--- src/rtl/mfp_consts.vh ---
// Constants for the per-channel modem pin and multi-function output block.
// Assumes byte addresses on a 32-bit APB bus; only the low 6 bits decode.
`ifndef MFP_CONSTS_VH
`define MFP_CONSTS_VH

// ****************************************************************
// Register offsets within one channel window
// ****************************************************************
`define MFP_OFS_MCR       6'h00
`define MFP_OFS_EFR       6'h04
`define MFP_OFS_IER       6'h08
`define MFP_OFS_AFR       6'h0C
`define MFP_OFS_DIV       6'h10
`define MFP_OFS_STAT      6'h14
// Address bit that picks the channel window: 0 is channel B, 1 is channel A
`define MFP_CHANNEL_SELECT_BIT     5
`define MFP_ADDR_HI       7

// ****************************************************************
// Field positions
// ****************************************************************
`define MFP_MCR_DTR       0
`define MFP_MCR_RTS       1
`define MFP_MCR_OP2       3
`define MFP_EFR_AUTO_RTS  6
`define MFP_EFR_AUTO_CTS  7
`define MFP_IER_RTS       6
`define MFP_IER_CTS       7
`define MFP_AFR_SEL_LO    1
`define MFP_AFR_SEL_HI    2

// ****************************************************************
// Multi-function select codes
// ****************************************************************
`define MFP_SEL_OP2       2'h0
`define MFP_SEL_BAUD      2'h1
`define MFP_SEL_RXRDY     2'h2
`define MFP_SEL_SPARE     2'h3

// ****************************************************************
// Reset values
// ****************************************************************
`define MFP_RST_MCR       8'h08
`define MFP_RST_EFR       8'h00
`define MFP_RST_IER       8'h00
`define MFP_RST_AFR       8'h00
`define MFP_RST_DIV       16'h0010

`endif

--- src/rtl/mfp_top.v ---
// Dual-channel modem pin and multi-function output block with an APB slave.
// Assumes transmitter, receive FIFO and flow logic on pclk feed the level inputs.
//
// What this block does
// - Each channel drives an active-low receive-ready output from its receive FIFO status.
// - With auto CTS enabled, the CTS input gates transmission and its enable bit gates the flag.
// - DSR, CD and RI are readable status only and change no channel behaviour.
// - RTS and DTR are active-low outputs driven from the modem control word.
// - The multi-function pin carries exactly one of three functions chosen by a two-bit field.
// - With user output two selected the pin is low when modem control bit 3 is one.
// - Modem control bit 3 resets to one, so the multi-function pin starts low.
// - With the baud function selected the pin carries the 16x baud clock.
// - With receive-ready selected the pin matches the dedicated receive-ready output.
// - During reset the transmit outputs sit high and the receive inputs are ignored.
`timescale 1ns/100ps
`include "mfp_consts.vh"

module mfp_top
(
	input  wire        pclk,
	input  wire        presetn,
	input  wire        psel,
	input  wire        penable,
	input  wire        pwrite,
	input  wire [31:0] paddr,
	input  wire [31:0] pwdata,
	output reg  [31:0] prdata,
	output reg         pready,
	output reg         pslverr,
	input  wire        tx_data_a,
	input  wire        tx_data_b,
	input  wire        rx_fifo_ready_a,
	input  wire        rx_fifo_ready_b,
	input  wire        rts_hold_a,
	input  wire        rts_hold_b,
	input  wire        serial_in_a,
	input  wire        serial_in_b,
	input  wire        cts_n_a,
	input  wire        cts_n_b,
	input  wire        dsr_n_a,
	input  wire        dsr_n_b,
	input  wire        cd_n_a,
	input  wire        cd_n_b,
	input  wire        ri_n_a,
	input  wire        ri_n_b,
	output wire        serial_out_a,
	output wire        serial_out_b,
	output wire        rx_data_a,
	output wire        rx_data_b,
	output wire        rts_n_a,
	output wire        rts_n_b,
	output wire        dtr_n_a,
	output wire        dtr_n_b,
	output wire        multi_function_out_a,
	output wire        multi_function_out_b,
	output wire        receive_ready_out_a,
	output wire        receive_ready_out_b,
	output wire        tx_allow_a,
	output wire        tx_allow_b,
	output wire        cts_flow_irq_a,
	output wire        cts_flow_irq_b,
	output wire        rts_flow_irq_a,
	output wire        rts_flow_irq_b
);

	// ****************************************************************
	// Register file
	// ****************************************************************
	reg  [7:0]  mcr_a_r;
	reg  [7:0]  mcr_b_r;
	reg  [7:0]  efr_a_r;
	reg  [7:0]  efr_b_r;
	reg  [7:0]  ier_a_r;
	reg  [7:0]  ier_b_r;
	reg  [7:0]  afr_a_r;
	reg  [7:0]  afr_b_r;
	reg  [15:0] div_a_r;
	reg  [15:0] div_b_r;
	wire [3:0]  modem_stat_a;
	wire [3:0]  modem_stat_b;
	wire        access;
	wire        wr;
	wire        chan_a;
	wire [5:0]  ofs;
	reg  [31:0] rdata_nxt;
	reg         known_nxt;

	// Offset inside the selected channel window
	function [5:0] ch_ofs;
		input [31:0] addr;
		begin
			ch_ofs = {1'b0, addr[4:0]};
		end
	endfunction

	// True when the address lies in the decoded block and is word aligned
	function in_block;
		input [31:0] addr;
		begin
			in_block = (addr[31:`MFP_ADDR_HI-1] == 26'h0000000) && (addr[1:0] == 2'h0);
		end
	endfunction

	assign access = psel & penable;
	assign wr     = access & pwrite & in_block(paddr);
	assign chan_a = paddr[`MFP_CHANNEL_SELECT_BIT];
	assign ofs    = ch_ofs(paddr);

	// Software writes land only in the access phase, zero wait states
	always @(posedge pclk or negedge presetn)
	begin
		if (!presetn)
		begin
			mcr_a_r <= `MFP_RST_MCR;
			mcr_b_r <= `MFP_RST_MCR;
			efr_a_r <= `MFP_RST_EFR;
			efr_b_r <= `MFP_RST_EFR;
			ier_a_r <= `MFP_RST_IER;
			ier_b_r <= `MFP_RST_IER;
			afr_a_r <= `MFP_RST_AFR;
			afr_b_r <= `MFP_RST_AFR;
			div_a_r <= `MFP_RST_DIV;
			div_b_r <= `MFP_RST_DIV;
		end
		else if (wr)
		begin
			if (chan_a)
			begin
				if (ofs == `MFP_OFS_MCR)
					mcr_a_r <= pwdata[7:0];
				if (ofs == `MFP_OFS_EFR)
					efr_a_r <= pwdata[7:0];
				if (ofs == `MFP_OFS_IER)
					ier_a_r <= pwdata[7:0];
				if (ofs == `MFP_OFS_AFR)
					afr_a_r <= pwdata[7:0];
				if (ofs == `MFP_OFS_DIV)
					div_a_r <= pwdata[15:0];
			end
			else
			begin
				if (ofs == `MFP_OFS_MCR)
					mcr_b_r <= pwdata[7:0];
				if (ofs == `MFP_OFS_EFR)
					efr_b_r <= pwdata[7:0];
				if (ofs == `MFP_OFS_IER)
					ier_b_r <= pwdata[7:0];
				if (ofs == `MFP_OFS_AFR)
					afr_b_r <= pwdata[7:0];
				if (ofs == `MFP_OFS_DIV)
					div_b_r <= pwdata[15:0];
			end
		end
	end

	// ****************************************************************
	// Read mux and decode
	// ****************************************************************
	// Status word: modem lines asserted high, then receive ready, then tx allow
	always @*
	begin
		rdata_nxt = 32'h00000000;
		known_nxt = in_block(paddr);
		case (ofs)
			`MFP_OFS_MCR:  rdata_nxt = {24'h000000, chan_a ? mcr_a_r : mcr_b_r};
			`MFP_OFS_EFR:  rdata_nxt = {24'h000000, chan_a ? efr_a_r : efr_b_r};
			`MFP_OFS_IER:  rdata_nxt = {24'h000000, chan_a ? ier_a_r : ier_b_r};
			`MFP_OFS_AFR:  rdata_nxt = {24'h000000, chan_a ? afr_a_r : afr_b_r};
			`MFP_OFS_DIV:  rdata_nxt = {16'h0000, chan_a ? div_a_r : div_b_r};
			`MFP_OFS_STAT: rdata_nxt = chan_a
				? {26'h0000000, tx_allow_a, ~receive_ready_out_a, modem_stat_a}
				: {26'h0000000, tx_allow_b, ~receive_ready_out_b, modem_stat_b};
			default:       known_nxt = 1'b0;
		endcase
		if (!known_nxt)
			rdata_nxt = 32'h00000000;
	end

	// Answer registered in setup, so every access phase completes in one cycle
	always @(posedge pclk or negedge presetn)
	begin
		if (!presetn)
		begin
			prdata  <= 32'h00000000;
			pready  <= 1'b0;
			pslverr <= 1'b0;
		end
		else
		begin
			pready  <= psel & ~penable;
			pslverr <= psel & ~penable & ~known_nxt;
			prdata  <= (psel & ~penable & ~pwrite) ? rdata_nxt : 32'h00000000;
		end
	end

	// ****************************************************************
	// Channel pin logic
	// ****************************************************************
	mfp_chan u_chan_a
	(
		.pclk                 (pclk),
		.presetn              (presetn),
		.modem_control_reg                  (mcr_a_r),
		.enhanced_feature_reg                  (efr_a_r),
		.interrupt_enable_reg                  (ier_a_r),
		.alternate_function_reg                  (afr_a_r),
		.divisor              (div_a_r),
		.tx_data              (tx_data_a),
		.rx_fifo_ready        (rx_fifo_ready_a),
		.rts_hold             (rts_hold_a),
		.serial_in            (serial_in_a),
		.cts_n                (cts_n_a),
		.dsr_n                (dsr_n_a),
		.cd_n                 (cd_n_a),
		.ri_n                 (ri_n_a),
		.serial_out_r         (serial_out_a),
		.rx_data_r            (rx_data_a),
		.rts_n_r              (rts_n_a),
		.dtr_n_r              (dtr_n_a),
		.multi_function_out_r (multi_function_out_a),
		.receive_ready_out_r  (receive_ready_out_a),
		.tx_allow_r           (tx_allow_a),
		.cts_flow_irq_r       (cts_flow_irq_a),
		.rts_flow_irq_r       (rts_flow_irq_a),
		.modem_stat_r         (modem_stat_a)
	);

	mfp_chan u_chan_b
	(
		.pclk                 (pclk),
		.presetn              (presetn),
		.modem_control_reg                  (mcr_b_r),
		.enhanced_feature_reg                  (efr_b_r),
		.interrupt_enable_reg                  (ier_b_r),
		.alternate_function_reg                  (afr_b_r),
		.divisor              (div_b_r),
		.tx_data              (tx_data_b),
		.rx_fifo_ready        (rx_fifo_ready_b),
		.rts_hold             (rts_hold_b),
		.serial_in            (serial_in_b),
		.cts_n                (cts_n_b),
		.dsr_n                (dsr_n_b),
		.cd_n                 (cd_n_b),
		.ri_n                 (ri_n_b),
		.serial_out_r         (serial_out_b),
		.rx_data_r            (rx_data_b),
		.rts_n_r              (rts_n_b),
		.dtr_n_r              (dtr_n_b),
		.multi_function_out_r (multi_function_out_b),
		.receive_ready_out_r  (receive_ready_out_b),
		.tx_allow_r           (tx_allow_b),
		.cts_flow_irq_r       (cts_flow_irq_b),
		.rts_flow_irq_r       (rts_flow_irq_b),
		.modem_stat_r         (modem_stat_b)
	);

endmodule

--- src/rtl/mfp_chan.v ---
// One channel of serial and modem pin logic: synchronisers, 16x clock, pin drive.
// Assumes control words come from the register file on the same pclk.
`timescale 1ns/100ps
`include "mfp_consts.vh"

module mfp_chan
(
	input  wire        pclk,
	input  wire        presetn,
	input  wire [7:0]  modem_control_reg,
	input  wire [7:0]  enhanced_feature_reg,
	input  wire [7:0]  interrupt_enable_reg,
	input  wire [7:0]  alternate_function_reg,
	input  wire [15:0] divisor,
	input  wire        tx_data,
	input  wire        rx_fifo_ready,
	input  wire        rts_hold,
	input  wire        serial_in,
	input  wire        cts_n,
	input  wire        dsr_n,
	input  wire        cd_n,
	input  wire        ri_n,
	output reg         serial_out_r,
	output reg         rx_data_r,
	output reg         rts_n_r,
	output reg         dtr_n_r,
	output reg         multi_function_out_r,
	output reg         receive_ready_out_r,
	output reg         tx_allow_r,
	output reg         cts_flow_irq_r,
	output reg         rts_flow_irq_r,
	output reg  [3:0]  modem_stat_r
);

	// ****************************************************************
	// Pin synchronisers
	// ****************************************************************
	reg  [4:0]  sync1_r;
	reg  [4:0]  sync2_r;
	reg  [15:0] baud_cnt_r;
	reg         baud_r;
	wire [15:0] baud_cnt_nxt;
	wire [15:0] baud_half;
	wire [1:0]  mf_sel;
	wire        auto_cts;
	wire        auto_rts;

	// Idle level is high, so reset loads one and ignores the line meanwhile
	always @(posedge pclk or negedge presetn)
	begin
		if (!presetn)
		begin
			sync1_r <= 5'h1F;
			sync2_r <= 5'h1F;
		end
		else
		begin
			sync1_r <= {ri_n, cd_n, dsr_n, cts_n, serial_in};
			sync2_r <= sync1_r;
		end
	end

	// ****************************************************************
	// 16x baud clock
	// ****************************************************************
	// A divisor below two holds the clock high; no sub-pclk rates exist
	assign baud_cnt_nxt = (baud_cnt_r + 16'h0001 >= divisor) ? 16'h0000
		: baud_cnt_r + 16'h0001;
	assign baud_half    = {1'b0, divisor[15:1]};

	always @(posedge pclk or negedge presetn)
	begin
		if (!presetn)
		begin
			baud_cnt_r <= 16'h0000;
			baud_r     <= 1'b1;
		end
		else
		begin
			baud_cnt_r <= baud_cnt_nxt;
			baud_r     <= (divisor < 16'h0002) | (baud_cnt_nxt < divisor - baud_half);
		end
	end

	// ****************************************************************
	// Pin drive
	// ****************************************************************
	assign mf_sel   = alternate_function_reg[`MFP_AFR_SEL_HI:`MFP_AFR_SEL_LO];
	assign auto_cts = enhanced_feature_reg[`MFP_EFR_AUTO_CTS];
	assign auto_rts = enhanced_feature_reg[`MFP_EFR_AUTO_RTS];

	// DSR, CD and RI only feed the readable status word; CTS also gates tx_allow_r and the flag
	always @(posedge pclk or negedge presetn)
	begin
		if (!presetn)
		begin
			serial_out_r         <= 1'b1;
			rx_data_r            <= 1'b1;
			rts_n_r              <= 1'b1;
			dtr_n_r              <= 1'b1;
			multi_function_out_r <= 1'b0;
			receive_ready_out_r  <= 1'b1;
			tx_allow_r           <= 1'b0;
			cts_flow_irq_r       <= 1'b0;
			rts_flow_irq_r       <= 1'b0;
			modem_stat_r         <= 4'h0;
		end
		else
		begin
			serial_out_r        <= tx_data;
			rx_data_r           <= sync2_r[0];
			dtr_n_r             <= ~modem_control_reg[`MFP_MCR_DTR];
			// Auto RTS only withdraws a request software has already made
			rts_n_r             <= ~modem_control_reg[`MFP_MCR_RTS] | (auto_rts & rts_hold);
			receive_ready_out_r <= ~rx_fifo_ready;
			tx_allow_r          <= ~auto_cts | ~sync2_r[1];
			cts_flow_irq_r      <= auto_cts & interrupt_enable_reg[`MFP_IER_CTS] & sync2_r[1];
			rts_flow_irq_r      <= auto_rts & interrupt_enable_reg[`MFP_IER_RTS] & rts_hold;
			modem_stat_r        <= ~sync2_r[4:1];
			case (mf_sel)
				`MFP_SEL_BAUD:  multi_function_out_r <= baud_r;
				`MFP_SEL_RXRDY: multi_function_out_r <= ~rx_fifo_ready;
				default:        multi_function_out_r <= ~modem_control_reg[`MFP_MCR_OP2];
			endcase
		end
	end

endmodule

--- config.mk ---
export PLATFORM = sky130hd
export DESIGN_NAME = mfp_top
export DESIGN_NICKNAME = d
export VERILOG_FILES = /design/src/rtl/mfp_top.v /design/src/rtl/mfp_chan.v
export VERILOG_INCLUDE_DIRS = /design/src /design/src/rtl
export SDC_FILE = /design/constraint.sdc
export NUM_CORES = 1
export LEC_CHECK = 0
export BUFFER_PORTS_ARGS = -buffer_cell sky130_fd_sc_hd__buf_2
export CORE_UTILIZATION = 58
export DETAILED_ROUTE_END_ITERATION = 10
export GPL_ROUTABILITY_DRIVEN = 0
export GPL_TIMING_DRIVEN = 0
export PLACE_DENSITY = 0.78
export SYNTH_ARGS = -nofsm -noshare
export SYNTH_HDL_FRONTEND = slang
export SYNTH_SLANG_ARGS = --single-unit
--- constraint.sdc ---
create_clock -name pclk -period 12.5 [get_ports pclk]
set_clock_uncertainty 0.05 [all_clocks]
set_input_delay 2.5 -clock pclk [delete_from_list [all_inputs] [get_ports pclk]]
set_output_delay 2.5 -clock pclk [all_outputs]
set_load 0.02 [all_outputs]
==> results.md, run 1 <==
- Vias per inst: 5.77
- DR pass1 iterations: 8
- Sink Count: roughly 190
- Cell taking the most area after synthesis: dfrtp_1
- Clock latency at the later pin of the worst-skew pair: around 440 ps
- Die Span Y: 142 um
- Clk slew on worst S/H paths: 80 ps
- LEAKAGE: between 0.006 and 0.007 uW
- First-pass GRT wire length: 42600 um
- Setup-failing EPs final: 0
- Flop and latch count out of synthesis: 194
- Share of post-route cells with drive strength above 1: 22.8%
- Cts bufs inserted: 17
- Core Footprint: 18900 sq um
- Fin nets: between 1000 and 1500
- Max Slew Vio Count: 0
- Die Area: approximately 20000 sq um
- Port Buffers: between 90 and 100
- Post-Route WL: 25900 um
- Hold_buf cts: 0
- Total DRC errors in the routed layout: 0
- Die Wd: 142 um
- CP Class: in2reg
- Critical Path RT: 12760 ps
- Mean post-synth cell area: 10.6 sq um
- CP arrival: 5330 ps
- Final Cycle Share: 40.6%
- Setup TNS: 0 ps
- Post-CTS setup buffer count: 0
- Via count: 8478
- CTS resizes: 0
- ANT nets after route: 0
- Design area: between 10000 and 15000 sq um
- Mapped Area: ~11000 sq um
- DR WL/cell: 17.7 um
- Post-DP Area: 12200 sq um
- Crit path max fanout: 10
- # IOs: 137
- Vias in the first global route: 8658
- Initial antenna violation count: 0
- Root Driver: clkbuf_16
- Post-synthesis sequential area ratio: 43.3%
- GRT overflow: 0
- Max Cap Viol: 0
- All-Layer GR Usage: 27.6%
- Synth Instances: approximately 1100
- CP endpoint kind: register
- Largest net degree at the start of global routing: 112
- H-tree depth: 4
- RSZ-0062 raised after global routing: no
- Setup WS pre-CTS: 7110 ps
- Synth cell types: 68
- Max clock buf depth: 2
- IR drop worst, VDD: 0.000101 V
- Core Rows: 50
- Final Worst Setup Slack: roughly 7400 ps
- Top cell type's share of synthesized area: between 30% and 40%
- Worst Tran Pin Value: 1180 ps
- YS warnings: 0
- Hold Vio Cnt, Final: 0
- Min Tclk post-route: slightly above 5000 ps
- Pwr dens: between 90 and 100 nW/um^2
- EDFF count, synth: 0
- DRT iter0 DRCs: 564
- Status: finished clean
- Worst Hold Class: reg2reg
- Synth top cells by count: dfrtp_1 (158), ha_1 (118), nand2_1 (77), inv_1 (65), mux2_2 (63)
- Detailed placement HPWL: 19500 um
- CP startpoint kind: input port
- Predominant post-synthesis flop cell: dfrtp_1
- Top cells by area, synth: dfrtp_1 (35%), ha_1 (13%), dfstp_2 (8.4%), mux2_2 (6.3%), mux2i_1 (2.6%)
- Clock tree from TritonCTS: done
- Most frequent cell after synthesis: dfrtp_1
- Synth-to-layout area growth: 12.9%
- Starting Density: between 50% and 60%
- Fmax: 0.197 GHz
- Ys async rst share: 100%
- Max-Slew Margin vs Limit: 20.5%
==> kinds of logic (layout without fill, tap and decap cells) <==
group / Yosys count / count (layout) / synth area share [%]
fa+ha+maj: 120 / 120 / 13.4
xor+xnor: 54 / 54 / 4.18
buf+inv: 113 / 240 / 4.61
mux: 104 / 104 / 10.5
other cells: 1 / 17 / 0.0331
simple gates: 296 / 296 / 13.6
compound gates: 185 / 185 / 10.4
flops: 194 / 194 / 43.3
==> power breakdown <==
part | switching (uW) | internal [uW]
combinational | 40.4 | 21.1
clock | 256 | 274
sequential | 2.05 | 637
==> cell type report <==
cell class                      instances  area, sq um
Tap cell                              260          325
Clock buffer                           19          454
Sequential cell                       194         4900
Inverter                               65          244
Antenna cell                            1         2.50
Timing Repair Buffer                   95          508
Clock inverter                         13          113
Fill cell                            1455         6110
Buffer                                 48          278
Multi-Input combinational cell        775         5950
==> sequential cells by signal, indices dropped and copies added, names as in the netlist, 8 cells and up <==
register and count:
div_a_r 16, mcr_b_r 8, efr_b_r 8, efr_a_r 8, u_chan_b.baud_cnt_r 16, div_b_r 16, ier_a_r 8, afr_b_r 8
mcr_a_r 8, afr_a_r 8, u_chan_a.baud_cnt_r 16, prdata 16, ier_b_r 8
==> through the flow <==
step	cells	hold slack (ps)	util [%]	total power [uW]
after global routing	1469	310	67.6	1270
after detailed placement	1437	297	64.6	712
after floorplan	1082	295	-	678
final	1470	307	67.6	1230
after CTS	1469	307	67.6	1230
after global placement	1436	295	64.4	710
==> final timing paths <==
check / start / to / slack [ps] / cells past startpoint
worst max register to register: u_chan_a.baud_cnt_r[3] / u_chan_a.baud_r / 7490 / 17
min in group asynchronous: presetn / ier_b_r[3] / 2000 / 1
worst min register to register: u_chan_a.sync1_r[0] / u_chan_a.sync2_r[0] / 310 / 0
worst min-delay path: u_chan_a.sync1_r[0] / u_chan_a.sync2_r[0] / 310 / 0
max in group asynchronous: presetn / u_chan_a.baud_cnt_r[12] / 9460 / 2
worst max-delay path: paddr[1] / div_a_r[2] / 7430 / 6
==> cell usage in the layout (no fill, tap or decap), types with 11 or more instances in the layout <==
master,Yosys,routed
dfrtp_1,158,158
ha_1,118,118
buf_2,6,99
nand2_1,77,77
inv_1,65,65
mux2_2,63,63
o21ai_0,56,56
nor2_1,54,54
a21oi_1,53,53
nor2b_1,42,42
dfstp_2,36,36
xnor2_1,33,33
mux2i_1,29,29
buf_4,24,24
nand3_1,23,23
xor2_1,21,21
clkbuf_16,0,18
nand4_1,16,16
conb_1,1,16
nand2b_1,14,14
clkbuf_1,12,13
nor4_1,11,11
==> worst max-delay path, stage by stage <==
cell	delay [ps]
buf_2	130
nor4_1	1000
nand2_1	410
nor3_1	790
buf_2	360
o21ai_0	140
==> per-layer routing <==
layer	GRT usage (%)	share of wire (%)	vias to the layer above
met1	36.8	45	4098
met4	10.4	2.5	0
met3	4.12	5.0	59
met5	0	0	-
met2	45.9	47	286
li1	-	-	4035
No activity file was read; power rests on OpenSTA's default activity.
==> run 2: changes to the inputs <==
CORE_UTILIZATION = 53   (was 58)
PLACE_DENSITY = 0.75   (was 0.78)
clock period = 4.5 ns   (was 12.5 ns; I/O delays follow)
==> run 2 against run 1 <==
Effect of this change:
- power grew to 2.8 times the previous value
- clock power grew to 2.8 times the previous value
- cell count up 0.95%
- hold slack barely moved
- combinational power rose to 2.8 times the previous value
- design area grew 1.4%
- critical path type is now reg2reg
- core utilization down 5.8 points
- sequential cell count unchanged
- sequential power grew to 2.8 times the previous value
- largest power group unchanged
- critical endpoint is now u_chan_a.baud_r
- sequential share of layout area down 0.50 points
- count of clock-buffer cells in the layout down 1
==> results.md, run 2 (same netlist as run 1, synthesis figures left out) <==
- Status: finished clean
- Max Slew Vio Count: 0
- Final Worst Setup Slack: 169 ps
- Clock latency at the later pin of the worst-skew pair: around 440 ps
- Fin nets: 1401
- Core Footprint: 21000 sq um
- Max Cap Viol: 0
- Max-Slew Margin vs Limit: 22.1%
- Clock tree from TritonCTS: done
- DRT iter0 DRCs: 492
- Setup TNS: 0 ps
- Starting Density: 54.0%
- Cts bufs inserted: 17
- DP Cell Count: between 1000 and 1500
- Setup-failing EPs final: 0
- Setup WS pre-CTS: -481 ps
- Max clock buf depth: 2
- All-Layer GR Usage: 24.6%
- DR pass1 iterations: 5
- Share of post-route cells with drive strength above 1: 25.1%
- CP startpoint kind: register
- Vias per inst: 5.65
- Ant. Diodes: 0
- Port Buffers: 94
- Sw power: 868 uW
- Vias in the first global route: 8250
- First-pass GRT wire length: 41700 um
- Max incr delay on CP: 550 ps
- Crit path max fanout: 10
- Hold Vio Cnt, Final: 0
- CP Class: reg2reg
- Initial antenna violation count: 0
- Pint: 2590 uW
- Ordered list of cells on the worst path: and4_4 -> and3_4 -> nand3_2 -> or4_1 -> xnor2_1 -> ha_1 -> nand4_1 -> o31ai_2 -> or2_4 -> buf_4 -> nor2b_2 -> ha_1 -> nand3_1 -> nor3_4 -> nand4_1 -> nor4_1 -> o21ai_2
- Worst Hold Class: reg2reg
- Combinational share of power: under 10%
- Power after layout: 3460 uW
- Critical Path RT: 4810 ps
- Final Cycle Share: between 90 and 100%
- Sequential group share of total power: 51.3%
- H-tree depth: 4
- CP endpoint kind: register
- IR drop worst, VDD: approximately 0.00026 V
- LEAKAGE: 0.00645 uW
- Pwr dens: 267 nW/um^2
- Die Span Y: 148 um
- GRT overflow: 0
- # IOs: 137
- Worst Tran Pin Value: 1160 ps
- ANT nets after route: 0
- Fmax: 0.231 GHz
- Post-CTS setup buffer count: 0
- Net Sw Frac: 25.1%
- Core Rows: 53
- Design area: between 10000 and 15000 sq um
- Die Wd: 148 um
- Total DRC errors in the routed layout: 0
- Clock Power Share: 43.8%
- Detailed placement HPWL: a little under 20000 um
- Via count: between 8000 and 9000
- Post-Route WL: around 26000 um
- Synth-to-layout area growth: 14.4%
- Non-Filler Instances: about 1500
- Largest net degree at the start of global routing: 111
- Die Area: around 22000 sq um
- Clk slew on worst S/H paths: 80 ps
- Post-DP Area: 12200 sq um
- Min Tclk post-route: 4330 ps
- Commonest non-fill, non-tap cell in the layout: dfrtp_1
- CP arrival: 4640 ps
- Root Driver: clkbuf_16
- Sink Count: 194
- Max stage delay cell, worst path: or4_1
- Most frequent cells in the layout: dfrtp_1 (156), ha_1 (117), buf_2 (100)
- DR WL/cell: roughly 17 um
## run 2: cell types whose count changed in the layout (fill, tap and decap cells not counted), sizes merged
cell / previous run / this run
clkbuf: 31 / 28
buf: 131 / 133
clkinv: 6 / 8
inv: 72 / 70
clkinvlp: 0 / 1
diode: 1 / 0
## run 2: stage by stage
step                      utilization [%]  hold WS [ps]
after floorplan                         -           295
after global placement               58.2           295
after detailed placement             58.4           297
after CTS                            61.4           308
after global routing                 61.8           312
final                                61.8           306
## run 2: final cells by class
cell class | count | area (sq um)
timing repair buffer | 95 | 508
fill | 1695 | 8000
buffer | 48 | 283
inverter | 65 | 244
multi-input combinational | 775 | 6070
clock inverter | 14 | 168
tap | 275 | 344
sequential | 194 | 4900
clock buffer | 18 | 439
## run 2: power by group through the flow
stage          logic [uW]  registers, uW  clock network (uW)
4_1_cts               171           1770                1540
5_1_grt               186           1780                1600
3_3_place_gp          165           1810                   0
3_5_place_dp          171           1810                   0
6_report              171           1770                1510
2_1_floorplan        71.8           1810                   0
## run 2: final timing paths
check | slack (ps) | to | startpoint | depth (start not counted)
min in group asynchronous | 410 | u_chan_b.multi_function_out_r | presetn | 1
setup reg to reg | 170 | u_chan_a.baud_r | u_chan_a.baud_cnt_r[3] | 17
hold reg to reg | 310 | u_chan_a.sync2_r[1] | u_chan_a.sync1_r[1] | 0
hold / removal | 310 | u_chan_a.sync2_r[1] | u_chan_a.sync1_r[1] | 0
max in group asynchronous | 3040 | u_chan_a.baud_cnt_r[0] | presetn | 2
setup / recovery | 170 | u_chan_a.baud_r | u_chan_a.baud_cnt_r[3] | 17
## run 2: what timing repair did
item,CTS,global route
hold endpoints to repair,0,0
hold buffers,0,0
gates resized for setup,11,28
pin swaps,2,8
setup endpoints to repair,2,2
## run 2: worst max-delay path, delay by kind of cell (launching register included)
kind | cells | cell delay, ps
compound gates | 2 | 400
xor+xnor | 1 | 170
fa+ha+maj | 2 | 630
buf+inv | 1 | 190
flops | 1 | 430
simple gates | 11 | 2380
## run 2: routing by layer
metal,global-route usage (%),up-vias,wire (um),share of wire [%]
met4,7.68,0,490,1.9
li1,-,4024,-,-
met3,4.48,46,1340,5.2
met5,0,-,0,0
met1,33.2,4071,11800,45
met2,40.4,247,12300,48
